### src/hdl/pinmux_defines.svh
// Register offsets, field positions and reset values for the pin mux block.
// Assumes a 32-bit APB slave with one aligned word per register.
`ifndef PINMUX_DEFINES_SVH
`define PINMUX_DEFINES_SVH

// ********************************************************************
// Register byte offsets
// ********************************************************************
`define OFS_PORTA_DATA       12'h000
`define OFS_PORTA_DIR        12'h004
`define OFS_PORTB_DATA       12'h008
`define OFS_PORTB_DIR        12'h00c
`define OFS_PA_SEL_LOW       12'h010
`define OFS_PA_SEL_HIGH      12'h014
`define OFS_PB_SEL_LOW       12'h018
`define OFS_PB_SEL_HIGH      12'h01c
`define OFS_TWOWIRE_ROUTE    12'h020
`define OFS_READBACK_CTRL    12'h024

// ********************************************************************
// Reset values and patterns
// ********************************************************************
`define DIR_RESET_A          8'hff
`define DIR_RESET_B          5'h1f
`define DATA_RESET_A         8'hff
`define DATA_RESET_B         5'h1f
`define READBACK_UNLOCK      8'hca
`define BUS_CLOCK_SRC_BIT    1
`define BUS_DATA_SRC_BIT     0

`endif

### src/hdl/pinmux_pkg.sv
// Types shared by the pin mux block.
// Assumes the defines header for numeric constants.
package pinmux_pkg;
    // Pin function codes of a two-bit selector field
    typedef enum logic [1:0] {
        SEL_CODE_0 = 2'b00,
        SEL_CODE_1 = 2'b01,
        SEL_CODE_2 = 2'b10,
        SEL_CODE_3 = 2'b11
    } sel_code_t;
endpackage : pinmux_pkg

### src/hdl/port_direction_pin_mux_readback.sv
// Port direction, pin-shared function mux and read-back mode for ports A and B.
// Assumes an APB master on SYS_CLK and synchronous pin and peripheral inputs.
//
// Operation
// - Direction bit 1 makes pin input, 0 output; all reset to 1.
// - Read-back off: output pin reads return the data latch value.
// - Port A pin 3: io/timer0 clock, comp0 pos, analog 9, both.
// - Port A pin 2: io, opamp reference, analog 2, bus clock.
// - Port A pin 1: io, opamp output, analog 8, both.
// - Port A pin 0: code 01 bus data, others io.
// - Port A pin 7: io, comp2 pos, analog 5, both.
// - Port A pin 6: io, comp2 neg, analog 6, both.
// - Port A pin 5: 00 io, 11 second pulse output, others reserved.
// - Port A pin 4: io, comp2 output, analog 4, reference pin.
// - Port B pin 3: io/pulse trigger, comp0 neg, analog 0, both.
// - Port B pin 2: io, overvoltage sense, analog 1, both.
// - Port B pin 1: io, prescaler clock, comp1 output, comp3 output.
// - Port B pin 0: io, opamp inverting, opamp noninverting, bus data.
// - Port B pin 4: io, comp0 output, analog 3, bus clock.
// - Route bits pick bus clock and data input source pins.
// - Writing 11001010 to read-back control raises read-back mode.
// - Read-back on: port reads return live pin levels.
// - Any other read-back control value keeps the mode low.
`timescale 1ns/10ps
`include "pinmux_defines.svh"

module port_direction_pin_mux_readback (
    input  wire logic        SYS_CLK,
    input  wire logic        ARST_N,
    input  wire logic        PSEL,
    input  wire logic        PENABLE,
    input  wire logic        PWRITE,
    input  wire logic [11:0] PADDR,
    input  wire logic [31:0] PWDATA,
    output logic      [31:0] PRDATA,
    output logic             PREADY,
    output logic             PSLVERR,
    input  wire logic [7:0]  PORTA_PIN_IN,
    output logic      [7:0]  PORTA_PIN_OUT,
    output logic      [7:0]  PORTA_PIN_OE,
    input  wire logic [4:0]  PORTB_PIN_IN,
    output logic      [4:0]  PORTB_PIN_OUT,
    output logic      [4:0]  PORTB_PIN_OE,
    input  wire logic        OPAMP_REF_OUTPUT,
    input  wire logic        OPAMP_OUTPUT,
    input  wire logic        SECOND_PULSE_GEN_OUT,
    input  wire logic        COMPARATOR0_DIGITAL_OUT,
    input  wire logic        COMPARATOR1_DIGITAL_OUT,
    input  wire logic        COMPARATOR2_DIGITAL_OUT,
    input  wire logic        COMPARATOR3_DIGITAL_OUT,
    input  wire logic        PRESCALER_CLOCK_OUT,
    input  wire logic        BUS_CLOCK_OUT,
    input  wire logic        BUS_CLOCK_OE,
    input  wire logic        BUS_DATA_OUT,
    input  wire logic        BUS_DATA_OE,
    output logic             BUS_CLOCK_IN,
    output logic             BUS_DATA_IN,
    output logic             TIMER0_EXT_CLOCK_IN,
    output logic             PULSE_GEN_TRIGGER_IN,
    output logic      [7:0]  PORTA_ANALOG_EN,
    output logic      [4:0]  PORTB_ANALOG_EN,
    output logic             READBACK_MODE
);

    // ****************************************************************
    // Reset release
    // ****************************************************************
    logic       rst_meta;
    logic       rst_n;

    always_ff @(posedge SYS_CLK or negedge ARST_N) begin
        if (!ARST_N) begin
            rst_meta <= 1'b0;
            rst_n    <= 1'b0;
        end else begin
            rst_meta <= 1'b1;
            rst_n    <= rst_meta;
        end
    end

    // ****************************************************************
    // Register bus decode
    // ****************************************************************
    logic [7:0] porta_data;
    logic [7:0] porta_direction;
    logic [4:0] portb_data;
    logic [4:0] portb_direction;
    logic [7:0] porta_func_sel_low;
    logic [7:0] porta_func_sel_high;
    logic [7:0] portb_func_sel_low;
    logic [1:0] portb_func_sel_high;
    logic [1:0] twowire_input_route;
    logic [7:0] readback_control;

    wire        wr_en     = PSEL && PENABLE && PWRITE;
    wire        hit_pad   = (PADDR == `OFS_PORTA_DATA);
    wire        hit_pac   = (PADDR == `OFS_PORTA_DIR);
    wire        hit_pbd   = (PADDR == `OFS_PORTB_DATA);
    wire        hit_pbc   = (PADDR == `OFS_PORTB_DIR);
    wire        hit_porta_func_sel_low  = (PADDR == `OFS_PA_SEL_LOW);
    wire        hit_porta_func_sel_high  = (PADDR == `OFS_PA_SEL_HIGH);
    wire        hit_portb_func_sel_low  = (PADDR == `OFS_PB_SEL_LOW);
    wire        hit_portb_func_sel_high  = (PADDR == `OFS_PB_SEL_HIGH);
    wire        hit_route = (PADDR == `OFS_TWOWIRE_ROUTE);
    wire        hit_rbc   = (PADDR == `OFS_READBACK_CTRL);
    wire        hit_any   = hit_pad | hit_pac | hit_pbd | hit_pbc | hit_porta_func_sel_low | hit_porta_func_sel_high
                          | hit_portb_func_sel_low | hit_portb_func_sel_high | hit_route | hit_rbc;

    assign PREADY  = 1'b1;
    assign PSLVERR = PSEL && PENABLE && !hit_any;

    // ****************************************************************
    // Registers
    // ****************************************************************
    // Every write lands at the access edge, so routing follows from that same edge
    always_ff @(posedge SYS_CLK or negedge rst_n) begin
        if (!rst_n) begin
            porta_data          <= `DATA_RESET_A;
            portb_data          <= `DATA_RESET_B;
            porta_direction     <= `DIR_RESET_A;
            portb_direction     <= `DIR_RESET_B;
            porta_func_sel_low  <= 8'h00;
            porta_func_sel_high <= 8'h00;
            portb_func_sel_low  <= 8'h00;
            portb_func_sel_high <= 2'h0;
            twowire_input_route <= 2'h0;
            readback_control    <= 8'h00;
        end else if (wr_en) begin
            if (hit_pad)   porta_data          <= PWDATA[7:0];
            if (hit_pbd)   portb_data          <= PWDATA[4:0];
            if (hit_pac)   porta_direction     <= PWDATA[7:0];
            if (hit_pbc)   portb_direction     <= PWDATA[4:0];
            if (hit_porta_func_sel_low)  porta_func_sel_low  <= PWDATA[7:0];
            if (hit_porta_func_sel_high)  porta_func_sel_high <= PWDATA[7:0];
            if (hit_portb_func_sel_low)  portb_func_sel_low  <= PWDATA[7:0];
            if (hit_portb_func_sel_high)  portb_func_sel_high <= PWDATA[1:0];
            if (hit_route) twowire_input_route <= PWDATA[1:0];
            if (hit_rbc)   readback_control    <= PWDATA[7:0];
        end
    end

    // Exact pattern only; any other byte disables, so a stray write cannot unlock
    assign READBACK_MODE = (readback_control == `READBACK_UNLOCK);

    // ****************************************************************
    // Selector fields
    // ****************************************************************
    pinmux_pkg::sel_code_t sel_pa0, sel_pa1, sel_pa2, sel_pa3;
    pinmux_pkg::sel_code_t sel_pa4, sel_pa5, sel_pa6, sel_pa7;
    pinmux_pkg::sel_code_t sel_pb0, sel_pb1, sel_pb2, sel_pb3, sel_pb4;

    assign sel_pa0 = pinmux_pkg::sel_code_t'(porta_func_sel_low[1:0]);
    assign sel_pa1 = pinmux_pkg::sel_code_t'(porta_func_sel_low[3:2]);
    assign sel_pa2 = pinmux_pkg::sel_code_t'(porta_func_sel_low[5:4]);
    assign sel_pa3 = pinmux_pkg::sel_code_t'(porta_func_sel_low[7:6]);
    assign sel_pa4 = pinmux_pkg::sel_code_t'(porta_func_sel_high[1:0]);
    assign sel_pa5 = pinmux_pkg::sel_code_t'(porta_func_sel_high[3:2]);
    assign sel_pa6 = pinmux_pkg::sel_code_t'(porta_func_sel_high[5:4]);
    assign sel_pa7 = pinmux_pkg::sel_code_t'(porta_func_sel_high[7:6]);
    assign sel_pb0 = pinmux_pkg::sel_code_t'(portb_func_sel_low[1:0]);
    assign sel_pb1 = pinmux_pkg::sel_code_t'(portb_func_sel_low[3:2]);
    assign sel_pb2 = pinmux_pkg::sel_code_t'(portb_func_sel_low[5:4]);
    assign sel_pb3 = pinmux_pkg::sel_code_t'(portb_func_sel_low[7:6]);
    assign sel_pb4 = pinmux_pkg::sel_code_t'(portb_func_sel_high);

    // ****************************************************************
    // Pin function classes
    // ****************************************************************
    // Per pin: general digital io, peripheral digital out, bus pin, analog
    wire pa0_bus = (sel_pa0 == pinmux_pkg::SEL_CODE_1);
    wire pa0_io  = !pa0_bus;
    wire pa1_io  = (sel_pa1 == pinmux_pkg::SEL_CODE_0);
    wire pa1_drv = sel_pa1[0];
    wire pa1_an  = sel_pa1[1];
    wire pa2_io  = (sel_pa2 == pinmux_pkg::SEL_CODE_0);
    wire pa2_drv = (sel_pa2 == pinmux_pkg::SEL_CODE_1);
    wire pa2_an  = (sel_pa2 == pinmux_pkg::SEL_CODE_2);
    wire pa2_bus = (sel_pa2 == pinmux_pkg::SEL_CODE_3);
    wire pa3_io  = (sel_pa3 == pinmux_pkg::SEL_CODE_0);
    wire pa3_an  = !pa3_io;
    wire pa4_io  = (sel_pa4 == pinmux_pkg::SEL_CODE_0);
    wire pa4_drv = (sel_pa4 == pinmux_pkg::SEL_CODE_1);
    wire pa4_an  = sel_pa4[1];
    wire pa5_io  = (sel_pa5 == pinmux_pkg::SEL_CODE_0);
    wire pa5_drv = (sel_pa5 == pinmux_pkg::SEL_CODE_3);
    wire pa6_io  = (sel_pa6 == pinmux_pkg::SEL_CODE_0);
    wire pa7_io  = (sel_pa7 == pinmux_pkg::SEL_CODE_0);
    wire pb0_io  = (sel_pb0 == pinmux_pkg::SEL_CODE_0);
    wire pb0_bus = (sel_pb0 == pinmux_pkg::SEL_CODE_3);
    wire pb1_io  = (sel_pb1 == pinmux_pkg::SEL_CODE_0);
    wire pb2_io  = (sel_pb2 == pinmux_pkg::SEL_CODE_0);
    wire pb3_io  = (sel_pb3 == pinmux_pkg::SEL_CODE_0);
    wire pb4_io  = (sel_pb4 == pinmux_pkg::SEL_CODE_0);
    wire pb4_drv = (sel_pb4 == pinmux_pkg::SEL_CODE_1);
    wire pb4_an  = (sel_pb4 == pinmux_pkg::SEL_CODE_2);
    wire pb4_bus = (sel_pb4 == pinmux_pkg::SEL_CODE_3);

    wire pa1_per = OPAMP_OUTPUT;
    wire pa2_per = OPAMP_REF_OUTPUT;
    wire pb1_per = (sel_pb1 == pinmux_pkg::SEL_CODE_1) ? PRESCALER_CLOCK_OUT :
                   (sel_pb1 == pinmux_pkg::SEL_CODE_2) ? COMPARATOR1_DIGITAL_OUT :
                                                         COMPARATOR3_DIGITAL_OUT;

    wire [7:0] pa_io = {pa7_io, pa6_io, pa5_io, pa4_io, pa3_io, pa2_io, pa1_io, pa0_io};
    wire [4:0] pb_io = {pb4_io, pb3_io, pb2_io, pb1_io, pb0_io};

    // ****************************************************************
    // Pin drivers
    // ****************************************************************
    // Direction 0 drives the latch only while the pin is plain io
    wire [7:0] pa_io_oe = pa_io & ~porta_direction;
    wire [4:0] pb_io_oe = pb_io & ~portb_direction;

    assign PORTA_PIN_OE = {pa_io_oe[7:6], pa_io_oe[5] | pa5_drv, pa_io_oe[4] | pa4_drv,
                           pa_io_oe[3], pa_io_oe[2] | pa2_drv | (pa2_bus & BUS_CLOCK_OE),
                           pa_io_oe[1] | pa1_drv, pa_io_oe[0] | (pa0_bus & BUS_DATA_OE)};
    assign PORTA_PIN_OUT = {porta_data[7:6],
                            pa5_drv ? SECOND_PULSE_GEN_OUT : porta_data[5],
                            pa4_drv ? COMPARATOR2_DIGITAL_OUT : porta_data[4],
                            porta_data[3],
                            pa2_drv ? pa2_per : (pa2_bus ? BUS_CLOCK_OUT : porta_data[2]),
                            pa1_drv ? pa1_per : porta_data[1],
                            pa0_bus ? BUS_DATA_OUT : porta_data[0]};

    wire pb1_drv = !pb1_io;
    assign PORTB_PIN_OE = {pb_io_oe[4] | pb4_drv | (pb4_bus & BUS_CLOCK_OE), pb_io_oe[3:2],
                           pb_io_oe[1] | pb1_drv, pb_io_oe[0] | (pb0_bus & BUS_DATA_OE)};
    assign PORTB_PIN_OUT = {pb4_drv ? COMPARATOR0_DIGITAL_OUT : (pb4_bus ? BUS_CLOCK_OUT : portb_data[4]),
                            portb_data[3:2],
                            pb1_drv ? pb1_per : portb_data[1],
                            pb0_bus ? BUS_DATA_OUT : portb_data[0]};

    // ****************************************************************
    // Peripheral inputs and analog switches
    // ****************************************************************
    // Shared digital inputs are only valid when software also sets direction to input
    assign TIMER0_EXT_CLOCK_IN  = PORTA_PIN_IN[3];
    assign PULSE_GEN_TRIGGER_IN = PORTB_PIN_IN[3];
    assign BUS_CLOCK_IN = twowire_input_route[`BUS_CLOCK_SRC_BIT] ? PORTB_PIN_IN[4] : PORTA_PIN_IN[2];
    assign BUS_DATA_IN  = twowire_input_route[`BUS_DATA_SRC_BIT]  ? PORTB_PIN_IN[0] : PORTA_PIN_IN[0];

    assign PORTA_ANALOG_EN = {!pa7_io, !pa6_io, 1'b0, pa4_an, pa3_an, pa2_an, pa1_an, 1'b0};
    assign PORTB_ANALOG_EN = {pb4_an, !pb3_io, !pb2_io, 1'b0, !pb0_io && !pb0_bus};

    // ****************************************************************
    // Port read values
    // ****************************************************************
    // Read-back shows live pins; otherwise outputs show the latch, inputs the pin
    wire [7:0] pa_read = READBACK_MODE ? PORTA_PIN_IN
                       : ((porta_direction & PORTA_PIN_IN) | (~porta_direction & porta_data));
    wire [4:0] pb_read = READBACK_MODE ? PORTB_PIN_IN
                       : ((portb_direction & PORTB_PIN_IN) | (~portb_direction & portb_data));

    logic [31:0] next_rdata;

    always_comb begin
        next_rdata = 32'h0000_0000;
        case (1'b1)
            hit_pad:   next_rdata = {24'h000000, pa_read};
            hit_pac:   next_rdata = {24'h000000, porta_direction};
            hit_pbd:   next_rdata = {27'h0000000, pb_read};
            hit_pbc:   next_rdata = {27'h0000000, portb_direction};
            hit_porta_func_sel_low:  next_rdata = {24'h000000, porta_func_sel_low};
            hit_porta_func_sel_high:  next_rdata = {24'h000000, porta_func_sel_high};
            hit_portb_func_sel_low:  next_rdata = {24'h000000, portb_func_sel_low};
            hit_portb_func_sel_high:  next_rdata = {30'h00000000, portb_func_sel_high};
            hit_route: next_rdata = {30'h00000000, twowire_input_route};
            hit_rbc:   next_rdata = {24'h000000, readback_control};
            default:   next_rdata = 32'h0000_0000;
        endcase
    end

    // Read data is captured in the setup cycle so the access cycle shows it
    always_ff @(posedge SYS_CLK or negedge rst_n) begin
        if (!rst_n) begin
            PRDATA <= 32'h0000_0000;
        end else if (PSEL && !PENABLE && !PWRITE) begin
            PRDATA <= next_rdata;
        end
    end

endmodule : port_direction_pin_mux_readback

### config.mk
export PLATFORM = sky130hd
export DESIGN_NAME = port_direction_pin_mux_readback
export DESIGN_NICKNAME = d
export VERILOG_FILES = /design/src/hdl/pinmux_pkg.sv /design/src/hdl/port_direction_pin_mux_readback.sv
export VERILOG_INCLUDE_DIRS = /design/src /design/src/hdl
export SDC_FILE = /design/constraint.sdc
export NUM_CORES = 1
export LEC_CHECK = 0
export BUFFER_PORTS_ARGS = -buffer_cell sky130_fd_sc_hd__buf_2
export CAP_MARGIN = 40
export CELL_PAD_IN_SITES_DETAIL_PLACEMENT = 1
export CELL_PAD_IN_SITES_GLOBAL_PLACEMENT = 1
export CORE_UTILIZATION = 39
export DETAILED_ROUTE_END_ITERATION = 16
export GPL_TIMING_DRIVEN = 0
export PLACE_DENSITY_LB_ADDON = 0.08
export RECOVER_POWER = 50
export SKIP_CTS_REPAIR_TIMING = 1
export SYNTH_ARGS = -nofsm -noshare
export SYNTH_HDL_FRONTEND = slang
export SYNTH_SLANG_ARGS = --single-unit
export TNS_END_PERCENT = 5
### constraint.sdc
create_clock -name SYS_CLK -period 2.34 [get_ports SYS_CLK]
set_input_delay 0.468 -clock SYS_CLK [delete_from_list [all_inputs] [get_ports SYS_CLK]]
set_output_delay 0.468 -clock SYS_CLK [all_outputs]
set_load 0.02 [all_outputs]
==> qor.yml <==
synthesis:
  synth_ff_type: "dfrtp_1"
  ys_ff_latch: 72
  yosysSeqAreaShare_pct: 41.7
  synth_top_family_by_area: "multiplexers"
  synth_compound_area_share_pct: 11.8
  synth_area_leaders: "dfrtp_1 26%, mux2_2 19%, dfstp_2 16%, buf_4 6.8%, mux2i_1 4.5%"
  synth.cell_area_mm2: 0.00440
  synth_top_area_share_pct: 26.2
  ys_types: 61
  synth_fa_ha_area_share_pct: 0.569
  synthCells: 397
  async_flop_share_pct: 100
  synth_warnings: 0
  synth-edff-count: 0
  yosys.area_share.simple_pct: 13.7
  synth_top_area_cell: "dfrtp_1"
  synth_common_cells: "73 x mux2_2, 46 x dfrtp_1, 40 x buf_4"
  synth_mux_area_share_pct: 23.7
  yosysMostFrequentCell: "mux2_2"
  synthXorXnorAreaFrac_pct: 0
  syn_area_per_cell_um2: 11.1
setup_path:
  cp.required_ps: 2600
  cp_max_fo: 8
  critPathMaxStageDelay_ps: 460
  critical-path-top-delay-family: "simple AND/OR/NAND/NOR gates"
  critPathBufInv: 2
  worstSetupStartpointType: "input port"
  cp_common_cell: "buf_2"
  cp_slowest_cell: "nor4_4"
  worstPathArrival_ps: 2530
  r2r_start: "readback_control[0]"
  cp-startpoint: "PADDR[7]"
  crit_path_cell_trace: "buf_2, nor4_4, and3_1, buf_2, nand2_2, nor2_4, mux2_2"
  end_kind: "flip-flop"
  crit_type: "input port to flip-flop"
cells_and_area:
  fillers: 1274
  regArea_mm2: 0.00183
  multi_input_area_mm2: 0.00233
  synthToLayoutAreaGrowth_pct: 25.5
  diodes: 0
  layout.nets: 612
  drive_above_1_share_pct: 48.6
  final_area_mm2: 0.00552
drt:
  drt-vias-per-instance: 5.32
  wl_per_cell_um: 20.2
  drtIter0Drc: 139
  routed_wl_mm: 13.8
  drc: 0
  antenna_left: 0
  dr.pass1.iters: 5
  vias: 3624
cts:
  htree_levels: 3
  cts_sinks: 72
  cts_buffers: 9
  clock_latency_ps: 330
  path_clk_slew_ps: 60
  cts_tree: "yes"
  cts_root_buf: "clkbuf_16"
  clk_path_buf_depth: 2
sta:
  fmax_ghz: 0.441
  rsz0062_at_grt: "no"
  worst_slew_pin_slew_ps: 1320
  finalSetupTns_ps: 0
  slew_viol_final: 0
  finClkSkew_ps: 7.18
  period_share_pct: 96.8
  final-hold-violation-count: 0
  relSlewSlack_pct: 12.2
  hold_slack_ps: 235
  period_needed_ps: 2270
  finalSetupViolations: 0
global_route:
  grt_pass1_wl_mm: 21.1
  grt.met2_usage_pct: 40.6
  grt_pass1_vias: 3673
  grt_max_degree: 58
  antenna_found_initial: 0
  top_usage_layer: "met2"
  grt_use_total_pct: 24.6
  overflow: 0
  use_met1_pct: 33.3
  grt_use_met3_pct: 4.10
floorplanning:
  die_height_um: 108
  initial_core_util_pct: 40.2
  core_area_mm2: 0.0109
  design.die.area_mm2: 0.0117
  fp.dieW_um: 108
  ioPinCount: 152
  rows: 38
power_and_ir_drop:
  leakagePower_nw: 2.65
  cellPowerDensity_mw_per_mm2: 573
  vdd_drop_max_mv: 0.527
  power_mw: 3.16
placed_design:
  gp_congestion: 0.846
  portBuffers: 99
  hpwl_mm: 10.3
  postPlaceCellArea_mm2: 0.00521
outcome:
  status: "finished clean"
job:
  cap_violations: 0
hold_path:
  worstHoldPathType: "flip-flop to asynchronous set/reset pin"
## stage by stage
stage,util [%],cells,worst slack [ps]
after floorplan,-,424,232
after global placement,47.3,663,-720
after detailed placement,47.6,665,-305
after CTS,50.7,681,-272
after global routing,50.5,681,3.65
final,50.5,681,74.4
## where the power goes
part	switching [mW]	internal, mW
Clock	0.557	0.968
Sequential	0.0218	1.27
Combinational	0.223	0.121
Total	0.802	2.36
## cells in the final DEF (no fill, tap or decap), drive strengths merged, types with 4 or more instances in the layout
cell / count
conb: 29
mux2i: 20
a31oi: 12
buf: 124
inv: 7
nand3: 12
o211ai: 4
a21oi: 25
dfrtp: 46
clkbuf: 36
a2bb2oi: 4
mux2: 73
nand2b: 4
or2: 5
nor2b: 4
nor2: 26
nand2: 17
o21ai: 11
dfstp: 26
nor3: 5
## worst paths after layout
kind	slack (ps)	endpoint	depth (start not counted)
max	70	porta_data[0]	7
min	230	PRDATA[5]	0
max reg2reg	220	PRDATA[3]	6
min reg2reg	230	PRDATA[5]	0
max in group asynchronous	400	PRDATA[7]	1
min in group SYS_CLK	350	rst_n	0
## per-layer routing
metal | vias to the layer above | wire [µm]
met1 | 1809 | 6180
li1 | 1685 | -
met4 | 0 | 112
met3 | 9 | 734
met5 | - | 0
met2 | 121 | 6740
## state kept, by name (all words and copies together), names as in the netlist, 5 cells and up
signal,flops
PRDATA,8
porta_direction,8
portb_direction,5
portb_data,5
porta_func_sel_low,8
porta_func_sel_high,8
porta_data,8
readback_control,8
portb_func_sel_low,8
## cell families after synthesis
group / Yosys count
AND/OR/NAND/NOR: 92
other: 2
adder cells (fa/ha/maj): 2
multiplexers: 94
AO/OA/AOI/OAI: 79
buffers and inverters: 56
flip-flops: 72
## final cells by class
type                            count  area share, %
Multi-Input combinational cell    296           42.2
Sequential cell                    72           33.2
Timing Repair Buffer              102           8.86
Buffer                             49           6.18
Clock buffer                       10           4.33
Tap cell                          140           3.17
Clock inverter                      6           1.65
Inverter                            6          0.408
Note: power is estimated with default switching activity, not from simulation.
